File: config.mk
export PLATFORM = sky130hd
export DESIGN_NAME = supply_monitor
export DESIGN_NICKNAME = d
export VERILOG_FILES = /design/src/shared/supply_monitor_pkg.sv /design/src/rtl/supply_glitch_filter.sv /design/src/rtl/supply_monitor.sv
export VERILOG_INCLUDE_DIRS = /design/src /design/src/shared
export SDC_FILE = /design/constraint.sdc
export NUM_CORES = 1
export LEC_CHECK = 0
export ABC_AREA = 1
export BUFFER_PORTS_ARGS = -buffer_cell sky130_fd_sc_hd__buf_4
export CAP_MARGIN = 25
export CORE_MARGIN = 2
export CORE_UTILIZATION = 24
export CTS_CLUSTER_SIZE = 24
export DETAILED_ROUTE_END_ITERATION = 16
export GPL_ROUTABILITY_DRIVEN = 0
export HOLD_SLACK_MARGIN = 0.1
export PLACE_DENSITY = 0.4
export SYNTH_ARGS = -nofsm -noshare
export SYNTH_HDL_FRONTEND = slang
export SYNTH_SLANG_ARGS = --single-unit
File: constraint.sdc
create_clock -name clk -period 1.67 [get_ports clk]
set_input_delay 0.167 -clock clk [delete_from_list [all_inputs] [get_ports clk]]
set_output_delay 0.167 -clock clk [all_outputs]
set_load 0.02 [all_outputs]
File: src/shared/supply_monitor_defs.svh
// Register map, field positions, reset values and timing counts of the supply monitor.
// Assumes a 50 MHz core clock and a word-addressed AHB-Lite register window.
// Summary of operation
// - Bit 6 read-only live combined comparator status.
// - Fault flag bit 5 sets while status low.
// - Healthy timer of 256 ms starts when high.
// - Timer expiry clears the fault flag.
// - Software clear ignored while status low.
// - Flag raises interrupt; core vectors to 0043h.
// - Trip field bits 4:2 drive comparator references.
// - Bit 1 shows which rail caused fault.
// - Bit 0 enables monitor; comparators used only then.
// - Flag interrupts only when second enable bit set; sticky bits with mask set interrupt regardless.
// - Brief supply glitches are filtered out.
`ifndef SUPPLY_MONITOR_DEFS_SVH
`define SUPPLY_MONITOR_DEFS_SVH

// ----------------------------------------------------------------------------
// Register offsets
// ----------------------------------------------------------------------------
`define SM_ADDR_CONTROL 6'h00
`define SM_ADDR_IRQ_STATUS 6'h04
`define SM_ADDR_IRQ_MASK 6'h08
`define SM_ADDR_INT_ENABLE 6'h0c

// ----------------------------------------------------------------------------
// Fields
// ----------------------------------------------------------------------------
`define SM_BIT_STATUS 6
`define SM_BIT_FLAG 5
`define SM_TRIP_HI 4
`define SM_TRIP_LO 2
`define SM_BIT_SOURCE 1
`define SM_BIT_ENABLE 0
`define SM_IE_BIT_MONITOR 1
`define SM_CONTROL_RESET 8'h00
`define SM_CONTROL_WMASK 8'h3d
`define SM_TRIP_MAX 3'h4
`define SM_VECTOR_ADDR 16'h0043

// ----------------------------------------------------------------------------
// Timing
// ----------------------------------------------------------------------------
`define SM_CLK_HZ 50000000
`define SM_HEALTHY_MS 256
`define SM_HEALTHY_CYCLES (`SM_CLK_HZ / 1000 * `SM_HEALTHY_MS)
`define SM_GLITCH_NS 1000
`define SM_GLITCH_CYCLES ((`SM_GLITCH_NS + 19) / 20)

`endif

File: src/shared/supply_monitor_pkg.sv
// Types shared by the supply monitor files.
// Assumes nothing beyond the defs header.
package supply_monitor_pkg;
    typedef enum logic [2:0] {
        ST_OFF = 3'b001,
        ST_FAULT = 3'b010,
        ST_HEALTHY = 3'b100
    } monitor_state_e;
    typedef logic [7:0] control_t;
endpackage : supply_monitor_pkg

File: src/rtl/supply_glitch_filter.sv
// Per-rail synchroniser and glitch filter for the comparator outputs.
// Assumes asynchronous comparator levels and the shared clock enable.
`timescale 1ns/1ps
`default_nettype none
`include "supply_monitor_defs.svh"
module supply_glitch_filter (
    input wire logic clk,
    input wire logic sys_rst,
    input wire logic clk_en,
    input wire logic [1:0] raw_in,
    output logic [1:0] clean_out
);
    genvar g;
    generate
        for (g = 0; g < 2; g = g + 1) begin : g_rail
            logic s1_reg;
            logic s2_reg;
            logic [5:0] cnt_reg;
            logic out_reg;
            wire logic differs = (s2_reg != out_reg);
            wire logic settled = (cnt_reg == 6'(`SM_GLITCH_CYCLES - 1));
            always_ff @(posedge clk) begin
                if (sys_rst) begin
                    s1_reg <= 1'b1;
                    s2_reg <= 1'b1;
                    cnt_reg <= 6'h00;
                    out_reg <= 1'b1;
                end else if (clk_en) begin
                    s1_reg <= raw_in[g];
                    s2_reg <= s1_reg;
                    // A level must persist before the monitor believes it.
                    cnt_reg <= (differs && !settled) ? cnt_reg + 6'h01 : 6'h00;
                    if (differs && settled) begin
                        out_reg <= s2_reg;
                    end
                end
            end
            assign clean_out[g] = out_reg;
        end
    endgenerate
endmodule : supply_glitch_filter
`default_nettype wire

File: src/rtl/supply_monitor.sv
// Supply monitor control/status logic with an AHB-Lite register slave.
// Assumes comparator outputs high when the rail is above its trip point.
//
// Added by the designer: the address map and the AHB-Lite interface to the registers.
`timescale 1ns/1ps
`default_nettype none
`include "supply_monitor_defs.svh"
module supply_monitor
    import supply_monitor_pkg::*;
#(
    parameter int unsigned HEALTHY_CYCLES = `SM_HEALTHY_CYCLES
) (
    input wire logic clk,
    input wire logic sys_rst,
    input wire logic clk_en,
    input wire logic hsel,
    input wire logic [31:0] haddr,
    input wire logic [1:0] htrans,
    input wire logic hwrite,
    input wire logic [2:0] hsize,
    input wire logic [31:0] hwdata,
    input wire logic hready,
    output logic [31:0] hrdata,
    output logic hreadyout,
    output logic hresp,
    input wire logic analog_cmp_ok,
    input wire logic digital_cmp_ok,
    output logic [2:0] trip_select,
    output logic comparators_on,
    output logic irq,
    output logic [15:0] irq_vector
);
    // ------------------------------------------------------------------------
    // Comparator inputs
    // ------------------------------------------------------------------------
    logic [1:0] cmp_clean;
    supply_glitch_filter u_filter (
        .clk(clk),
        .sys_rst(sys_rst),
        .clk_en(clk_en),
        .raw_in({analog_cmp_ok, digital_cmp_ok}),
        .clean_out(cmp_clean)
    );

    // ------------------------------------------------------------------------
    // Registers
    // ------------------------------------------------------------------------
    logic enable_reg;
    logic [2:0] trip_reg;
    logic flag_reg;
    logic flag_next;
    logic source_reg;
    logic [1:0] sticky_reg;
    logic [1:0] mask_reg;
    logic ie_reg;
    logic [31:0] timer_reg;
    monitor_state_e state_reg;
    monitor_state_e state_next;
    logic wr_pend_reg;
    logic [5:0] wr_addr_reg;
    logic [31:0] hrdata_reg;

    wire logic analog_ok = cmp_clean[1];
    wire logic digital_ok = cmp_clean[0];
    wire logic both_ok = analog_ok & digital_ok;
    wire logic live_status = enable_reg ? both_ok : 1'b1;
    wire logic rail_low = enable_reg & ~both_ok;
    wire logic timer_done = (state_reg == ST_HEALTHY) && (timer_reg == HEALTHY_CYCLES - 1);

    // ------------------------------------------------------------------------
    // Bus decode
    // ------------------------------------------------------------------------
    wire logic access = hsel & hready & htrans[1] & clk_en;
    wire logic rd_access = access & ~hwrite;
    wire logic wr_ctl = wr_pend_reg & (wr_addr_reg == `SM_ADDR_CONTROL);
    wire logic wr_sts = wr_pend_reg & (wr_addr_reg == `SM_ADDR_IRQ_STATUS);
    wire logic wr_msk = wr_pend_reg & (wr_addr_reg == `SM_ADDR_IRQ_MASK);
    wire logic wr_ie = wr_pend_reg & (wr_addr_reg == `SM_ADDR_INT_ENABLE);
    wire control_t control_view = {1'b0, live_status, flag_reg, trip_reg, source_reg,
                                   enable_reg};
    wire logic [5:0] rd_addr = haddr[5:0];
    wire logic [31:0] rd_value =
        (rd_addr == `SM_ADDR_CONTROL) ? {24'h000000, control_view} :
        (rd_addr == `SM_ADDR_IRQ_STATUS) ? {30'h00000000, sticky_reg} :
        (rd_addr == `SM_ADDR_IRQ_MASK) ? {30'h00000000, mask_reg} :
        (rd_addr == `SM_ADDR_INT_ENABLE) ? {30'h00000000, ie_reg, 1'b0} : 32'h00000000;
    wire logic [2:0] trip_wr = hwdata[`SM_TRIP_HI:`SM_TRIP_LO];
    wire logic trip_valid = (trip_wr <= `SM_TRIP_MAX);
    wire logic sw_flag_clear = wr_ctl & ~hwdata[`SM_BIT_FLAG];
    wire logic sw_flag_set = wr_ctl & hwdata[`SM_BIT_FLAG];
    wire logic flag_rise = flag_next & ~flag_reg;

    assign hreadyout = 1'b1;
    assign hresp = 1'b0;
    assign hrdata = hrdata_reg;

    always_ff @(posedge clk) begin
        if (sys_rst) begin
            wr_pend_reg <= 1'b0;
            wr_addr_reg <= 6'h00;
            hrdata_reg <= 32'h00000000;
        end else if (clk_en) begin
            wr_pend_reg <= access & hwrite;
            wr_addr_reg <= haddr[5:0];
            if (rd_access) begin
                hrdata_reg <= rd_value;
            end
        end
    end

    // ------------------------------------------------------------------------
    // Healthy-supply sequencer
    // ------------------------------------------------------------------------
    always_comb begin
        state_next = state_reg;
        case (state_reg)
            ST_OFF: begin
                if (rail_low) begin
                    state_next = ST_FAULT;
                end
            end
            ST_FAULT: begin
                if (!enable_reg) begin
                    state_next = ST_OFF;
                end else if (both_ok) begin
                    state_next = ST_HEALTHY;
                end
            end
            ST_HEALTHY: begin
                if (rail_low) begin
                    state_next = ST_FAULT;
                end else if (timer_done || !enable_reg) begin
                    state_next = ST_OFF;
                end
            end
            default: state_next = ST_OFF;
        endcase
    end

    always_comb begin
        flag_next = flag_reg;
        if (sw_flag_set) begin
            flag_next = 1'b1;
        end
        if (sw_flag_clear && !rail_low) begin
            flag_next = 1'b0;
        end
        if (timer_done) begin
            flag_next = 1'b0;
        end
        if (rail_low) begin
            flag_next = 1'b1;
        end
    end

    always_ff @(posedge clk) begin
        if (sys_rst) begin
            state_reg <= ST_OFF;
            timer_reg <= 32'h00000000;
            flag_reg <= 1'b0;
            source_reg <= 1'b0;
        end else if (clk_en) begin
            state_reg <= state_next;
            timer_reg <= (state_reg == ST_HEALTHY && !rail_low) ? timer_reg + 32'h1 :
                         32'h00000000;
            flag_reg <= flag_next;
            if (rail_low) begin
                source_reg <= ~analog_ok;
            end
        end
    end

    // ------------------------------------------------------------------------
    // Control, interrupt enable and sticky status
    // ------------------------------------------------------------------------
    always_ff @(posedge clk) begin
        if (sys_rst) begin
            enable_reg <= 1'b0;
            trip_reg <= 3'h0;
            mask_reg <= 2'h0;
            ie_reg <= 1'b0;
            sticky_reg <= 2'h0;
        end else if (clk_en) begin
            if (wr_ctl) begin
                enable_reg <= hwdata[`SM_BIT_ENABLE];
                if (trip_valid) begin
                    trip_reg <= trip_wr;
                end
            end
            if (wr_msk) begin
                mask_reg <= hwdata[1:0];
            end
            if (wr_ie) begin
                ie_reg <= hwdata[`SM_IE_BIT_MONITOR];
            end
            // Bit 0 latches a fault raise, bit 1 a timed release; set beats clear.
            sticky_reg <= (sticky_reg & ~(wr_sts ? hwdata[1:0] : 2'h0))
                          | {timer_done, flag_rise};
        end
    end

    assign trip_select = trip_reg;
    assign comparators_on = enable_reg;
    // The monitor flag gated by the enable bit, or any sticky bit whose mask bit is set, drives the core interrupt.
    assign irq = (flag_reg & ie_reg) | (|(sticky_reg & mask_reg));
    assign irq_vector = `SM_VECTOR_ADDR;

    // ------------------------------------------------------------------------
    // Checks
    // ------------------------------------------------------------------------
    a_flag_on_low: assert property (@(posedge clk) disable iff (sys_rst)
        (clk_en && rail_low) |=> flag_reg)
        else $error("fault flag not set on low supply");
    a_status_live: assert property (@(posedge clk) disable iff (sys_rst)
        enable_reg |-> (control_view[`SM_BIT_STATUS] == (analog_ok & digital_ok)))
        else $error("status bit not live");
    a_release_time: assert property (@(posedge clk) disable iff (sys_rst)
        (clk_en && timer_done && !rail_low) |=> !flag_reg)
        else $error("flag not cleared at expiry");
    a_no_sw_clear: assert property (@(posedge clk) disable iff (sys_rst)
        (clk_en && sw_flag_clear && rail_low) |=> flag_reg)
        else $error("software cleared flag during fault");
    a_timer_reset: assert property (@(posedge clk) disable iff (sys_rst)
        (clk_en && rail_low) |=> (timer_reg == 32'h0))
        else $error("timer not reset on drop");
    a_timer_start: assert property (@(posedge clk) disable iff (sys_rst)
        (clk_en && state_reg == ST_FAULT && enable_reg && both_ok) |=> state_reg == ST_HEALTHY)
        else $error("healthy timer did not start");
    a_irq_gate: assert property (@(posedge clk) disable iff (sys_rst)
        (flag_reg && !ie_reg && !(|(sticky_reg & mask_reg))) |-> !irq)
        else $error("interrupt without enable");
    a_disabled_idle: assert property (@(posedge clk) disable iff (sys_rst)
        (!enable_reg && clk_en) |=> (state_reg != ST_HEALTHY || $past(state_reg) == ST_HEALTHY))
        else $error("monitor acted while disabled");
    a_source_dig: assert property (@(posedge clk) disable iff (sys_rst)
        (clk_en && rail_low && analog_ok) |=> !source_reg)
        else $error("fault source wrong");
    a_trip_legal: assert property (@(posedge clk) disable iff (sys_rst)
        trip_reg <= `SM_TRIP_MAX)
        else $error("illegal trip select");
    c_fault: cover property (@(posedge clk) disable iff (sys_rst) flag_rise);
    c_release: cover property (@(posedge clk) disable iff (sys_rst) timer_done);
    c_redrop: cover property (@(posedge clk) disable iff (sys_rst)
        state_reg == ST_HEALTHY && rail_low);
    c_irq: cover property (@(posedge clk) disable iff (sys_rst) $rose(irq));
endmodule : supply_monitor
`default_nettype wire

Yosys cells after proc, flatten, opt, wreduce, memory -nomap -nowiden

Index checks and enable logic that the tools add are counted.
Widths: inputs -> output; s select.

Add/subtract/negate cells: 3
$lt $le $gt $ge: 1
Reduce and logical (&&, ||, !) cells: 24
Div/mod/pow operators: 0
Bitwise operators: 25
Shift-type cells: 0
Mux-type cells: 19
Equal/unequal tests: 17
Multiply operators: 0

Operators with widths:

| operator              | count |
|---|---|
| $add 32x1->32 const B | 1 |
| $eq 32x24->1 const B  | 1 |
| $mux 32               | 1 |
| $eq 6x4->1 const B    | 4 |
| $and 1x1->1           | 15 |
| $mux 3                | 5 |
| $reduce_and 2->1      | 7 |
| $add 6x1->6 const B   | 2 |
| $eq 6x3->1 const B    | 2 |
| $eq 6x6->1 const B    | 2 |
| $logic_not 6->1       | 2 |
| $mux 6                | 2 |
| $pmux 3 s3            | 1 |
| $mux 2                | 4 |
| $logic_and 1x1->1     | 7 |
| $mux 7                | 1 |
| $mux 1                | 5 |
| $not 1->1             | 5 |
| $and 2x2->2           | 2 |
| $logic_not 1->1       | 4 |
| $reduce_and 4->1      | 1 |
| $eq 3x1->1 const B    | 1 |
| $eq 3x2->1 const B    | 1 |
| $eq 3x3->1 const B    | 1 |
| other kinds (11)      | 12 |

Memories: 0
Logic and storage cells: 109
Input bits: 77
Output and inout port bits: 55
Bits in latches: 0
ROM bits: 0
Bits in registers: 103
Bits in writable memories: 0

Logic depth before layout (Yosys ltp)

Depth in word-level cells: 10
Mapped depth: 10
Depth with buffers taken out: 10

By module

From an unflattened synthesis, not the netlist that was laid out.

Cells, all modules: 620
Area total of the unflattened synthesis: 4310.4 sq um

Modules (own cells, without submodules):

| module               | area each (sq um) | times used | sequential area each (sq um) | cells an instance |
|---|---|---|---|---|
| supply_monitor       | 3407.0            | 1          | 1201.2                       | 494 |
| supply_glitch_filter | 903.4             | 1          | 360.3                        | 126 |

Worst setup path after synthesis

Ideal clock, no wire load.

Path kind: reg2reg
From: register timer_reg[0]
To: register timer_reg[24]
Path buffers: 0
Cell stages (with the launch flop): 11
Path slack: 255 ps
Period minus slack after synthesis: 1415 ps
Data required time: 1554 ps
Library setup time: 116 ps
Data arrival time: 1299 ps
Cell sequence: dfxtp_1 -> ha_1 -> nand2_1 -> nor2_4 -> nand2_2 -> nor2_2 -> inv_2 -> nor2_2 -> nand2_1 -> o21ai_1 -> a21oi_1

Word-level cells in the longest chain between the ends: 2

Ends and longest elaborated chain:

| element                | RTL line              | text |
|---|---|---|
| from (decl)            | supply_monitor.sv:56  | `logic [31:0] timer_reg;` |
| from (signal assigned) | supply_monitor.sv:164 | `timer_reg <= (state_reg == ST_HEALTHY && !rail_low) ? timer_reg + 32'h1 :` |
| $add 32x1->32          | supply_monitor.sv:164 |  |
| $mux 32                | supply_monitor.sv:164 |  |

Every way passes these cells.
A chain may end at the register's enable or synchronous reset.

Worst setup path in the final report

From: input port haddr[4]
To: register hrdata_reg[1], in the netlist hrdata[1]

Word-level cells in the longest chain between the ends: 5
Elaborated cells between the ends (all ways): 8
Classes of those cells: eq/ne: 3; mux: 4; reduce/logical: 1

Ends and longest elaborated chain:

| element                     | RTL line              | text |
|---|---|---|
| from (decl)                 | supply_monitor.sv:17  | `input wire logic [31:0] haddr,` |
| $eq 6x4->1 (no source line) | --                    |  |
| $mux 2                      | supply_monitor.sv:86  | `` (rd_addr == `SM_ADDR_INT_ENABLE) ? {30'h00000000, ie_reg, 1'b0} : 32'h00000000; `` |
| $mux 2                      | supply_monitor.sv:85  | `` (rd_addr == `SM_ADDR_IRQ_MASK) ? {30'h00000000, mask_reg} : `` |
| $mux 2                      | supply_monitor.sv:84  | `` (rd_addr == `SM_ADDR_IRQ_STATUS) ? {30'h00000000, sticky_reg} : `` |
| $mux 7 *                    | supply_monitor.sv:83  | `` (rd_addr == `SM_ADDR_CONTROL) ? {24'h000000, control_view} : `` |
| to (signal assigned)        | supply_monitor.sv:106 | `hrdata_reg <= rd_value;` |
| to (decl)                   | supply_monitor.sv:61  | `logic [31:0] hrdata_reg;` |

Mark *: on every way between the ends. The rest lies on a longest branch, timed or not.

==> reports/metrics.csv <==
metric;value;unit
run_status;complete, no violations;
drt_first_pass_iters;4;
synth_fa_ha_area_frac;0.0150;
power_density;815;mW/mm^2
clock_latency;350;ps
fin_cells;877;
cts_made_buffers;9;
ant_nets;0;
total_power;4.07;mW
yosys.area.top_type;dfxtp_1;
initial_utilization;0.243;
ys_types;38;
antenna_found_initial;0;
drive_gt1_frac;0.160;
avgSynthCellArea;7.00;um^2
synth_xor_area_frac;0.0211;
setup_viol_count_final;0;
ir_drop;0.509;mV
synth_edf_count;0;
maxCapViolations;0;
rows;48;
synth_ff_type;dfxtp_1;
hold_class;in -> reg;
cts.sinks;78;
critPathArrivalTime;1790;ps
place_ws;52.2;ps
root_buffer;clkbuf_16;
setup_ws;177;ps
fin_crit;1490;ps
cp-end-kind;flip-flop;
ys_top_cells_by_count;nand2_1 (113), dfxtp_1 (78), nor2_1 (66);
htree_levels;3;
grt_pass1_vias;3457;
synth_top_family_by_area;simple AND/OR/NAND/NOR gates;
synth_mux_area_frac;0;
post-dp-hpwl;7310;um
clkTransAtPathRegs;60;ps
worstPathRequired;1970;ps
grt_max_degree;23;
drv_slew;0;
fin_worst_skew;7.71;ps
synth_compound_area_frac;0.122;
synth-simple-area-share;0.311;
p_leak;1.99;nW
track_usage;0.112;
cts_tree;done;
antenna_cells;0;
synth.ff_latch_count;78;
synth_top_cell_area_share;0.375;
io_buffer_count;32;
cp-start-kind;input port;
placedCellCount;853;
synthTopCellsByArea;dfxtp_1 (38%), nand2_1 (10%), buf_4 (7.9%), nor2_1 (6.0%), inv_1 (5.6%);
grt_pass1_wl;16200;um
routed_wl;9770;um
max_freq;670;MHz
largest_reg_flops;32;
dieWidth;136;um
cts_buffer_depth;2;
overflow;0;
dieArea;0.0184;mm^2
period_share;0.894;
viasPerCell;4.20;
die_h;136;um
core_area;0.0171;mm^2
syn-cell-area;0.00416;mm^2
hold_violations;0;
drt-initial-drc-count;168;
critPathKind;in -> reg;
fillers;1887;
wire_per_inst;11.1;um
area.growth.synth_to_final;20.1;%
synth_async_sr_flop_share;0;
critPathMaxFanout;6;
ys_seq_area_frac;0.375;
synth.most_common_cell;nand2_1;
ys.warnings.count;0;
drc;0;
final_nets;731;
ioPinCount;132;
syn-instance-count;594;
vias;3685;
## kinds of logic (layout without fill, tap and decap cells)
| kind of cell | Yosys count | in the layout |
|---|---|---|
| simple gates | 281 | 281 |
| buf+inv | 122 | 139 |
| xor+xnor | 10 | 10 |
| other cells | 2 | 43 |
| compound gates | 96 | 96 |
| fa+ha+maj | 5 | 5 |
| flops | 78 | 78 |
## layout make-up
class,count,area (um^2),area share
clock buffer,10,239,0.0479
timing repair buffer,58,458,0.0917
clock inverter,4,25.0,0.00501
multi-input combinational,435,2170,0.435
sequential,78,1570,0.314
tap,225,282,0.0564
inverter,67,253,0.0506
## metal layers
metal	wire length, um	vias up	track usage
met5	0	-	0
met4	129	0	0.0370
li1	-	1940	-
met2	4580	54	0.181
met3	398	11	0.0389
met1	4660	1680	0.140
## critical path, cell delays in order
cell and delay (ps):
dlygate4sd3_1 530, buf_4 140, or2_2 330, nor3_4 310, nand3_1 110, nand2_1 70, o21ai_0 70, inv_1 60
## timing repair
action / in CTS / in global routing
buffers inserted: 0 / 1
endpoints found under the setup margin: 0 / 12
hold buffers: 9 / 0
gates resized for setup: 0 / 14
endpoints found under the hold margin: 9 / 0
## placed cells by master (no fill, tap or decap), types with 3 or more instances in the layout
cell type and count:
nor3_1 13, dfxtp_1 76, buf_4 49, a21oi_1 45, clkbuf_16 9, o21a_1 3, xor2_1 8, nand2_1 112
nand2_2 9, dlygate4sd3_1 9, ha_1 4, a211oi_1 4, nand4_1 11, nor2_1 66, o21ai_0 35, o21ai_1 3
conb_1 43, nor2_4 8, clkinv_2 3, nor2_2 7, inv_1 62, nand3_1 40
## final timing paths
kind / start / endpoint / slack, ps / cells after the start
max: haddr[4] / hrdata[1] / 180 / 8
min: haddr[3] / wr_addr_reg[3] / 120 / 3
max reg2reg: timer_reg[1] / timer_reg[29] / 180 / 10
min reg2reg: state_reg[0] / state_reg[0] / 460 / 2
## per-stage QoR
step / hold slack, ps / cell area [um^2] / utilization / setup TNS (ps)
after floorplan: 236 / 4310 / - / 0
after global placement: 380 / 4570 / 0.267 / 0
after detailed placement: 384 / 4570 / 0.267 / 0
after CTS: 101 / 4920 / 0.288 / 0
after global routing: 125 / 4990 / 0.292 / -4.29
final: 124 / 4990 / 0.292 / 0
## power by group
group / total (mW) / switching [mW] / leakage [nW] / internal [mW]
Clock: 1.79 / 0.771 / 0.126 / 1.02
Combinational: 0.355 / 0.242 / 1.23 / 0.114
Sequential: 1.92 / 0.0254 / 0.633 / 1.89
No activity file was read; power rests on OpenSTA's default activity.
